$ cat src/shared/accum_alert_pkg.sv
// Constants shared by the control/status register block.
// Assumes byte-wide register accesses delivered by the serial front end.
package accum_alert_pkg;
    // ----------------------------------------
    // Register offsets
    // ----------------------------------------
    localparam logic [7:0] ADDR_STATUS_FLAGS = 8'h80;
    localparam logic [7:0] ADDR_GPIO_GATE = 8'he3;
    localparam logic [7:0] ADDR_DEADBAND = 8'he4;
    localparam logic [7:0] ADDR_ALERT_ENABLE = 8'he8;
    localparam logic [7:0] ADDR_TIMEBASE = 8'he9;
    // ----------------------------------------
    // Reset values
    // ----------------------------------------
    localparam logic [7:0] RST_DEADBAND = 8'h00;
    localparam logic [7:0] RST_ALERT_ENABLE = 8'h01;
    localparam logic [7:0] RST_TIMEBASE = 8'h07;
    localparam logic [7:0] RST_GPIO_GATE = 8'h00;
    localparam logic [7:0] RST_STATUS_POWER_UP = 8'h0f;
    localparam logic [7:0] RST_STATUS_SHUTDOWN_EXIT = 8'h09;
    localparam logic [7:0] READ_UNMAPPED = 8'h00;
    // ----------------------------------------
    // Field positions
    // ----------------------------------------
    localparam int ALERT_PIN_ENABLE_BIT = 0;
    localparam int PRESCALE_LSB = 0;
    localparam int PRESCALE_MSB = 2;
    localparam int DIVIDER_LSB = 3;
    localparam int DIVIDER_MSB = 7;
    localparam logic [2:0] PRESCALE_INTERNAL = 3'h7;
    localparam int GATE1_LSB = 0;
    localparam int GATE2_LSB = 2;
    localparam int STAT_ANALOG_UV = 0;
    localparam int STAT_ANALOG_POR = 1;
    localparam int STAT_STANDBY_UV = 2;
    localparam int STAT_DIGITAL_UV = 3;
    localparam int STAT_UPDATE = 4;
    localparam int STAT_CONV_ERR = 5;
    localparam int STAT_TB_OVF = 6;
    localparam int STATUS_WIDTH = 7;
    // ----------------------------------------
    // GPIO accumulation gate codes
    // ----------------------------------------
    localparam logic [1:0] GATE_ALWAYS = 2'h0;
    localparam logic [1:0] GATE_GPIO_HIGH = 2'h1;
    localparam logic [1:0] GATE_GPIO_LOW = 2'h2;
    // Deadband LSB equals the current result LSB
    localparam int DEADBAND_LSB_MA = 6;
endpackage

$ cat src/rtl/status_flag_bank.sv
// Sticky status flags, cleared on read, with power-up and shutdown-exit loads.
// Assumes set pulses and the read strobe are synchronous to REF_CLK.
`timescale 1ns/1ns
module status_flag_bank #(
    parameter int WIDTH = 7,
    parameter logic [6:0] POWER_UP_VALUE = 7'h0f,
    parameter logic [6:0] EXIT_VALUE = 7'h09
) (
    input wire logic clk,
    input wire logic rst,
    input wire logic [WIDTH-1:0] set_evt,
    input wire logic clear_rd,
    input wire logic shutdown_exit,
    output logic [WIDTH-1:0] flags
);
    // ----------------------------------------
    // One sticky cell per status bit
    // ----------------------------------------
    genvar i;
    generate
        for (i = 0; i < WIDTH; i++) begin : g_flag
            logic flag_reg;
            logic flag_next;
            // New event beats both the read clear and the exit load
            assign flag_next = set_evt[i] ? 1'b1 :
                               shutdown_exit ? EXIT_VALUE[i] :
                               clear_rd ? 1'b0 : flag_reg;
            always_ff @(posedge clk or posedge rst) begin
                if (rst) begin
                    flag_reg <= POWER_UP_VALUE[i];
                end else begin
                    flag_reg <= flag_next;
                end
            end
            assign flags[i] = flag_reg;
        end
    endgenerate
endmodule

$ cat src/rtl/accum_gate.sv
// Accumulation gating by current deadband and GPIO level.
// Assumes the current sample is two's complement in result LSB units.
`timescale 1ns/1ns
module accum_gate #(
    parameter int CUR_WIDTH = 18
) (
    input wire logic clk,
    input wire logic rst,
    input wire logic [CUR_WIDTH-1:0] current,
    input wire logic [7:0] deadband,
    input wire logic [3:0] gpio_gate,
    input wire logic gpio_level,
    output logic acc1_en,
    output logic acc2_en,
    output logic cmp_en
);
    // ----------------------------------------
    // Deadband compare
    // ----------------------------------------
    logic [CUR_WIDTH-1:0] abs_cur;
    logic above_db;
    logic gp1_ok;
    logic gp2_ok;
    logic acc1_reg;
    logic acc2_reg;
    logic cmp_reg;

    // Most negative code negates to itself, which as unsigned is far above any deadband
    assign abs_cur = current[CUR_WIDTH-1] ? CUR_WIDTH'(-current) : current;
    assign above_db = abs_cur >= CUR_WIDTH'(deadband);

    // ----------------------------------------
    // GPIO gate decode
    // ----------------------------------------
    function automatic logic gate_ok(input logic [1:0] code, input logic lvl);
        case (code)
            accum_alert_pkg::GATE_ALWAYS: gate_ok = 1'b1;
            accum_alert_pkg::GATE_GPIO_HIGH: gate_ok = lvl;
            accum_alert_pkg::GATE_GPIO_LOW: gate_ok = ~lvl;
            default: gate_ok = 1'b0; // Reserved code accumulates nothing
        endcase
    endfunction

    assign gp1_ok = gate_ok(gpio_gate[accum_alert_pkg::GATE1_LSB +: 2], gpio_level);
    assign gp2_ok = gate_ok(gpio_gate[accum_alert_pkg::GATE2_LSB +: 2], gpio_level);

    always_ff @(posedge clk or posedge rst) begin
        if (rst) begin
            acc1_reg <= 1'b0;
            acc2_reg <= 1'b0;
            cmp_reg <= 1'b0;
        end else begin
            acc1_reg <= above_db & gp1_ok;
            acc2_reg <= above_db & gp2_ok;
            cmp_reg <= above_db;
        end
    end

    assign acc1_en = acc1_reg;
    assign acc2_en = acc2_reg;
    assign cmp_en = cmp_reg;
endmodule

$ cat src/rtl/accum_alert_status_control.sv
// Control and status registers: deadband, alert master enable, timebase,
// GPIO accumulation gate and the clear-on-read status register.
// Assumes the serial front end delivers one-cycle byte read/write strobes.
`timescale 1ns/1ns
// Rules of the document; R5, R6 and R13 are left to the host
// Accumulate only when abs current >= deadband
// Below deadband, hold accumulators, skip threshold checks
// Alert pin enable gates unmasked alerts
// Timebase prescale/divider fields, reset 0x07
// Host programs prescale/divider for external clock
// Host switches clock source only when idle
// Power-up sets status bits three to zero
// Shutdown exit sets bits 0,3, releases alert
// Status read clears returned flags
// New undervoltage events set flags again
// Status alert needs unmasked bit and enable
// Update flag set when measurement cycle completes
// Host reads status with alerts together
// Conversion error set on low analog supply
// Timebase overflow error on counter overflow
// Low status bits encode undervoltage/reset conditions
// GPIO gate codes: always, high, low
// Event during clearing read keeps flag set
module accum_alert_status_control #(
    parameter int CUR_WIDTH = 18
) (
    input wire logic REF_CLK,
    input wire logic SYS_RST,
    input wire logic [7:0] REG_ADDR,
    input wire logic [7:0] REG_WDATA,
    input wire logic REG_WR,
    input wire logic REG_RD,
    output logic [7:0] REG_RDATA,
    output logic REG_RVALID,
    input wire logic [7:0] STATUS_MASK,
    input wire logic OTHER_ALERTS,
    input wire logic ANALOG_UV_EVT,
    input wire logic ANALOG_POR_EVT,
    input wire logic STANDBY_UV_EVT,
    input wire logic DIGITAL_UV_EVT,
    input wire logic MEAS_DONE,
    input wire logic CONV_ERR_EVT,
    input wire logic TB_OVERFLOW_EVT,
    input wire logic SHUTDOWN_EXIT,
    input wire logic [CUR_WIDTH-1:0] CURRENT,
    input wire logic GPIO_LEVEL,
    output logic ACC1_ENABLE,
    output logic ACC2_ENABLE,
    output logic THRESH_CMP_ENABLE,
    output logic [2:0] TB_PRESCALE,
    output logic [4:0] TB_DIVIDER,
    output logic INTERNAL_CLK_SEL,
    output logic ALERT_N_O,
    output logic ALERT_N_OE
);
    // ----------------------------------------
    // Registers and strobes
    // ----------------------------------------
    logic [7:0] deadband_reg;
    logic [7:0] deadband_next;
    logic [7:0] alert_en_reg;
    logic [7:0] alert_en_next;
    logic [7:0] timebase_reg;
    logic [7:0] timebase_next;
    logic [3:0] gpio_gate_reg;
    logic [3:0] gpio_gate_next;
    logic [7:0] rdata_reg;
    logic [7:0] rdata_next;
    logic rvalid_reg;
    logic exit_hold_reg;
    logic exit_hold_next;
    logic alert_reg;
    logic alert_next;

    logic sel_status;
    logic sel_gate;
    logic sel_deadband;
    logic sel_alert;
    logic sel_timebase;
    logic wr_deadband;
    logic wr_alert;
    logic wr_timebase;
    logic wr_gate;
    logic status_rd;

    logic [accum_alert_pkg::STATUS_WIDTH-1:0] status_set;
    logic [accum_alert_pkg::STATUS_WIDTH-1:0] status_flags;
    logic [7:0] status_byte;
    logic [7:0] exit_only_bits;
    logic [7:0] alert_src;
    logic status_alert;
    logic any_event;

    // ----------------------------------------
    // Address decode
    // ----------------------------------------
    assign sel_status = REG_ADDR == accum_alert_pkg::ADDR_STATUS_FLAGS;
    assign sel_gate = REG_ADDR == accum_alert_pkg::ADDR_GPIO_GATE;
    assign sel_deadband = REG_ADDR == accum_alert_pkg::ADDR_DEADBAND;
    assign sel_alert = REG_ADDR == accum_alert_pkg::ADDR_ALERT_ENABLE;
    assign sel_timebase = REG_ADDR == accum_alert_pkg::ADDR_TIMEBASE;

    assign wr_deadband = REG_WR & sel_deadband;
    assign wr_alert = REG_WR & sel_alert;
    assign wr_timebase = REG_WR & sel_timebase;
    assign wr_gate = REG_WR & sel_gate;
    assign status_rd = REG_RD & sel_status;

    // ----------------------------------------
    // Writable control registers
    // ----------------------------------------
    assign deadband_next = wr_deadband ? REG_WDATA : deadband_reg;
    // Only the enable bit is implemented; other bits read as zero
    assign alert_en_next = wr_alert ?
        {7'h00, REG_WDATA[accum_alert_pkg::ALERT_PIN_ENABLE_BIT]} : alert_en_reg;
    // Clock source follows the prescale code at once; idle-only switching
    // is left to the host
    assign timebase_next = wr_timebase ? REG_WDATA : timebase_reg;
    assign gpio_gate_next = wr_gate ? REG_WDATA[3:0] : gpio_gate_reg;

    always_ff @(posedge REF_CLK or posedge SYS_RST) begin
        if (SYS_RST) begin
            deadband_reg <= accum_alert_pkg::RST_DEADBAND;
            alert_en_reg <= accum_alert_pkg::RST_ALERT_ENABLE;
            timebase_reg <= accum_alert_pkg::RST_TIMEBASE;
            gpio_gate_reg <= accum_alert_pkg::RST_GPIO_GATE[3:0];
        end else begin
            deadband_reg <= deadband_next;
            alert_en_reg <= alert_en_next;
            timebase_reg <= timebase_next;
            gpio_gate_reg <= gpio_gate_next;
        end
    end

    // ----------------------------------------
    // Timebase fields
    // ----------------------------------------
    assign TB_PRESCALE = timebase_reg[accum_alert_pkg::PRESCALE_MSB:
                                      accum_alert_pkg::PRESCALE_LSB];
    assign TB_DIVIDER = timebase_reg[accum_alert_pkg::DIVIDER_MSB:
                                     accum_alert_pkg::DIVIDER_LSB];
    assign INTERNAL_CLK_SEL = TB_PRESCALE == accum_alert_pkg::PRESCALE_INTERNAL;

    // ----------------------------------------
    // Status flags
    // ----------------------------------------
    // Bit order of the event vector is the status byte layout
    assign status_set[accum_alert_pkg::STAT_ANALOG_UV] = ANALOG_UV_EVT;
    assign status_set[accum_alert_pkg::STAT_ANALOG_POR] = ANALOG_POR_EVT;
    assign status_set[accum_alert_pkg::STAT_STANDBY_UV] = STANDBY_UV_EVT;
    assign status_set[accum_alert_pkg::STAT_DIGITAL_UV] = DIGITAL_UV_EVT;
    assign status_set[accum_alert_pkg::STAT_UPDATE] = MEAS_DONE;
    assign status_set[accum_alert_pkg::STAT_CONV_ERR] = CONV_ERR_EVT;
    assign status_set[accum_alert_pkg::STAT_TB_OVF] = TB_OVERFLOW_EVT;

    status_flag_bank #(
        .WIDTH(accum_alert_pkg::STATUS_WIDTH),
        .POWER_UP_VALUE(accum_alert_pkg::RST_STATUS_POWER_UP[6:0]),
        .EXIT_VALUE(accum_alert_pkg::RST_STATUS_SHUTDOWN_EXIT[6:0])
    ) u_flags (
        .clk(REF_CLK),
        .rst(SYS_RST),
        .set_evt(status_set),
        .clear_rd(status_rd),
        .shutdown_exit(SHUTDOWN_EXIT),
        .flags(status_flags)
    );

    assign status_byte = {1'b0, status_flags};

    // ----------------------------------------
    // Read path
    // ----------------------------------------
    // Data is captured in the same edge that clears the flags, so the
    // host sees the values that the read removes
    assign rdata_next = !REG_RD ? rdata_reg :
                        sel_status ? status_byte :
                        sel_gate ? {4'h0, gpio_gate_reg} :
                        sel_deadband ? deadband_reg :
                        sel_alert ? alert_en_reg :
                        sel_timebase ? timebase_reg :
                        accum_alert_pkg::READ_UNMAPPED;

    always_ff @(posedge REF_CLK or posedge SYS_RST) begin
        if (SYS_RST) begin
            rdata_reg <= 8'h00;
            rvalid_reg <= 1'b0;
        end else begin
            rdata_reg <= rdata_next;
            rvalid_reg <= REG_RD;
        end
    end

    assign REG_RDATA = rdata_reg;
    assign REG_RVALID = rvalid_reg;

    // ----------------------------------------
    // Alert pin
    // ----------------------------------------
    // After shutdown exit the reloaded undervoltage bits must not re-pull
    // the pin; the hold lasts until a status read or any fresh event
    assign any_event = |status_set;
    assign exit_hold_next = SHUTDOWN_EXIT ? 1'b1 :
                            (status_rd | any_event) ? 1'b0 : exit_hold_reg;
    assign exit_only_bits = exit_hold_reg ?
        accum_alert_pkg::RST_STATUS_SHUTDOWN_EXIT : 8'h00;
    assign alert_src = status_byte & ~STATUS_MASK & ~exit_only_bits;
    assign status_alert = |alert_src;
    assign alert_next = alert_en_reg[accum_alert_pkg::ALERT_PIN_ENABLE_BIT] &
                        (status_alert | OTHER_ALERTS);

    always_ff @(posedge REF_CLK or posedge SYS_RST) begin
        if (SYS_RST) begin
            exit_hold_reg <= 1'b0;
            alert_reg <= 1'b0;
        end else begin
            exit_hold_reg <= exit_hold_next;
            alert_reg <= alert_next;
        end
    end

    // Open drain: only ever drives low
    assign ALERT_N_O = 1'b0;
    assign ALERT_N_OE = alert_reg;

    // ----------------------------------------
    // Accumulation gating
    // ----------------------------------------
    accum_gate #(
        .CUR_WIDTH(CUR_WIDTH)
    ) u_gate (
        .clk(REF_CLK),
        .rst(SYS_RST),
        .current(CURRENT),
        .deadband(deadband_reg),
        .gpio_gate(gpio_gate_reg),
        .gpio_level(GPIO_LEVEL),
        .acc1_en(ACC1_ENABLE),
        .acc2_en(ACC2_ENABLE),
        .cmp_en(THRESH_CMP_ENABLE)
    );
endmodule

$ cat config.mk
export PLATFORM = sky130hd
export DESIGN_NAME = accum_alert_status_control
export DESIGN_NICKNAME = d
export VERILOG_FILES = /design/src/shared/accum_alert_pkg.sv /design/src/rtl/status_flag_bank.sv /design/src/rtl/accum_gate.sv /design/src/rtl/accum_alert_status_control.sv
export SDC_FILE = /design/constraint.sdc
export NUM_CORES = 1
export LEC_CHECK = 0
export BUFFER_PORTS_ARGS = -buffer_cell sky130_fd_sc_hd__buf_2
export CORE_MARGIN = 1.5
export CORE_UTILIZATION = 48
export DETAILED_ROUTE_END_ITERATION = 8
export PLACE_DENSITY = 0.75
export SLEW_MARGIN = 30
export SYNTH_ARGS = -nofsm -noshare
export SYNTH_HDL_FRONTEND = slang
export SYNTH_HIERARCHICAL = 1
export SYNTH_SLANG_ARGS = --single-unit
$ cat constraint.sdc
create_clock -name REF_CLK -period 3.6 [get_ports REF_CLK]
set_input_delay 0.36 -clock REF_CLK [delete_from_list [all_inputs] [get_ports REF_CLK]]
set_output_delay 0.36 -clock REF_CLK [all_outputs]
set_load 0.05 [all_outputs]
==> flow_metrics.env <==
export IMPL_internal_power_uw=787
export IMPL_core_area_sq_mm=0.00547
export IMPL_synthMuxAreaShare_pct=9.13
export IMPL_grt_max_degree=28
export IMPL_hold_depth=2
export IMPL_ys_ff_latch=42
export IMPL_cp_slowest_cell="or4b_1"
export IMPL_hold_buffers=1
export IMPL_leakage_nw=1.52
export IMPL_clk_pin_slew_ps=70
export IMPL_worst_path_buf_inv=2
export IMPL_crit_start="CURRENT[0]"
export IMPL_worst_setup_path_type="input port to flip-flop"
export IMPL_die_area_sq_mm=0.00608
export IMPL_drv_slew=0
export IMPL_min_delay_path_class="input port to flip-flop"
export IMPL_vdd_drop_max_mv=0.190
export IMPL_synth_cell_type_count=57
export IMPL_rr_startpoint="deadband_reg[7]"
export IMPL_cts_sinks=42
export IMPL_grt_use_total_pct=20.7
export IMPL_crit_fanout=4
export IMPL_stdcell_area_sq_mm=0.00319
export IMPL_finalWirelength_microns=6190
export IMPL_nNetsFinal=410
export IMPL_netlist_instances=274
export IMPL_fin_skew_ps=6.66
export IMPL_wire_per_inst_microns=14.8
export IMPL_synth_xor_area_share_pct=2.27
export IMPL_fin_setup_tns_ps=0
export IMPL_synthSimpleGateAreaFrac_pct=23.3
export IMPL_syn_area_per_cell_sq_um=9.85
export IMPL_final_cell_mix="buf_2 (76), dfrtp_1 (34), inv_1 (25)"
export IMPL_drcViolationCount=0
export IMPL_start_util_pct=49.3
export IMPL_max_slew_margin_rel_pct=50.9
export IMPL_r2r_end="u_gate/acc2_en"
export IMPL_grt_first_pass_wirelength_microns=10100
export IMPL_final_hold_viol_count=0
export IMPL_syn_cell_area_sq_mm=0.00270
export IMPL_max_clock_freq_ghz=0.340
export IMPL_synth_enable_flop_cells=0
export IMPL_power_density_mw_per_mm2=343
export IMPL_cp_cell_sequence="buf_2, inv_1, ha_1, or4b_1, o21ai_0, xnor2_1, ha_1, nand4_1, o22ai_1, or4b_1, nor4_2, a211oi_1"
export IMPL_syn2layout_area_growth_pct=18.4
export IMPL_cp_data_required_time_ps=3760
export IMPL_overflow=0
export IMPL_synthFlopType="dfrtp_1"
export IMPL_path_delay_family="simple AND/OR/NAND/NOR gates"
export IMPL_mostFrequentLayoutCell="buf_2"
export IMPL_worst_hold_path_endpoint="u_flags/g_flag[4].flag_reg"
export IMPL_cts_max_path_buffers=2
export IMPL_post_route_min_period_ps=2940
export IMPL_synthArstFlopShare_pct=100
export IMPL_pwr_share_comb_pct=20.0
export IMPL_outcome="finished, final reports clean"
export IMPL_crit_arrival_ps=3110
export IMPL_row_count=27
export IMPL_grt_pass1_vias=2247
export IMPL_pwr_share_clk_pct=33.0
export IMPL_post_cts_setup_buffers=0
export IMPL_r2r_cells=7
export IMPL_p_sw_share_pct=28.1
export IMPL_place_hpwl_microns=4850
export IMPL_hp_start="MEAS_DONE"
export IMPL_clock_latency_ps=290
export IMPL_cpPeakStageDelay_ps=540
export IMPL_num_antenna_cells=0
export IMPL_worst_pin_slew_ps=729
export IMPL_numCtsBuffers=5
export IMPL_cap_violations=0
export IMPL_cts_tree="done"
export IMPL_setup_viol=0
export IMPL_die_w_microns=78.0
export IMPL_synth_top_family_by_area="simple AND/OR/NAND/NOR gates"
export IMPL_cp_end_kind="flip-flop"
export IMPL_rsz0062_at_grt="no"
export IMPL_finalCritPeriodShare_pct=81.8
export IMPL_syn_nets=339
export IMPL_layout_cells_non_filler=418
export IMPL_dp_cells=409
export IMPL_p_seq_share_pct=46.9
export IMPL_final_layout_size_suffix_gt1_share_pct=37.3
export IMPL_fp_dieH_microns=78.0
export IMPL_ys_seq_area_share_pct=39.3
export IMPL_cp_start_kind="input port"
export IMPL_synth_compound_area_share_pct=14.4
export IMPL_io_pins=79
export IMPL_dpl_cell_area_sq_mm=0.00308
export IMPL_synthAdderAreaFrac_pct=4.17
export IMPL_io_buffers=76
export IMPL_cts_resized=0
export IMPL_antenna_found_initial=0
export IMPL_cp_num_cells=12
export IMPL_net_switching_power_uw=307
export IMPL_ff2ff_setup_slack_ps=1520
export IMPL_synth_warnings=6
export IMPL_clock_root_buffer="clkbuf_8"
export IMPL_drt_vias_per_instance=5.60
export IMPL_ant_nets=0
export IMPL_vias=2339
export IMPL_dr_pass1_iters=4
export IMPL_place_gp_congestion=0.876
export IMPL_drtIter0Drc=124
export IMPL_h_tree_depth=2
worst max-delay path by stage:
stage / to / slack [ps]
after floorplan: u_gate/acc1_en / 720
after global placement: u_gate/acc1_en / 440
after detailed placement: u_gate/acc2_en / 350
after CTS: u_gate/acc2_en / 650
after global routing: u_gate/acc2_en / 450
final: u_gate/acc2_en / 660
power groups by stage:
stage	Sequential, mW	Combinational (mW)	Clock (mW)
final	0.513	0.219	0.362
after global routing	0.516	0.241	0.389
after CTS	0.513	0.219	0.364
after detailed placement	0.522	0.217	0
after global placement	0.521	0.213	0
after floorplan	0.555	0.109	0
cell families (layout without fill, tap and decap cells):
logic type               count (synthesis)  in the layout
multiplexers                            22             22
buffers and inverters                   40            112
XOR/XNOR                                 7              7
AND/OR/NAND/NOR                         97             97
AO/OA/AOI/OAI                           56             56
other                                    1              1
adder cells (fa/ha/maj)                  9              9
flip-flops                              42             42
worst register-to-register path, delay by kind of cell, from the launching register on:
family	cells	cell delay (ps)
AO/OA/AOI/OAI	2	250
adder cells (fa/ha/maj)	1	330
buffers and inverters	1	50
flip-flops	1	370
AND/OR/NAND/NOR	3	950
cell type report:
class	instances	area [sq um]
Fill cell	487	2280
Multi-Input combinational cell	192	1440
Sequential cell	42	1060
Timing Repair Buffer	78	398
Inverter	26	97.6
Tap cell	72	90.1
Clock buffer	7	76.3
Clock inverter	1	30.0
cell usage after synthesis, types with 2 or more instances:
cell type	count	area share (%)
nand2_1	14	1.9
nand4_1	4	0.93
xnor2_1	7	2.3
a221oi_1	2	0.65
o2111ai_1	2	0.65
nand3_1	7	1.3
nor3_1	7	1.3
and3_1	2	0.46
nor4b_1	2	0.65
dfstp_2	8	7.8
a31oi_1	6	1.4
o22ai_1	5	1.2
nand4b_1	2	0.65
nor4_2	2	0.93
nor2_1	16	2.2
dfrtp_1	34	32
a22oi_1	3	0.83
clkbuf_1	2	0.28
mux2_2	21	8.8
or4b_2	2	0.74
or4b_1	2	0.74
nor4_1	6	1.4
buf_4	10	2.8
a21oi_1	9	1.7
a21o_1	7	1.9
o31ai_1	5	1.4
nand2b_1	5	1.2
a211oi_1	7	1.9
nor2b_1	8	1.9
o21ai_0	4	0.74
ha_1	9	4.2
nand3b_1	4	1.1
inv_1	26	3.6
through the flow:
stage | utilization [%] | worst slack [ps] | hold WS (ps) | power, mW
after CTS | 58.4 | 649 | 256 | 1.10
after floorplan | - | 715 | 114 | 0.664
after global routing | 58.4 | 448 | 268 | 1.15
after detailed placement | 56.2 | 346 | 266 | 0.739
final | 58.4 | 656 | 267 | 1.09
after global placement | 56.2 | 435 | 259 | 0.735
layer usage:
metal / global-route usage, % / up-vias / wire length (microns)
met5: 0 / - / 0
met4: 6.43 / 0 / 34
met3: 3.53 / 4 / 470
met2: 33.7 / 88 / 2890
met1: 28.2 / 1106 / 2800
li1: - / 1141 / -
(Power assumes the default switching activity.)
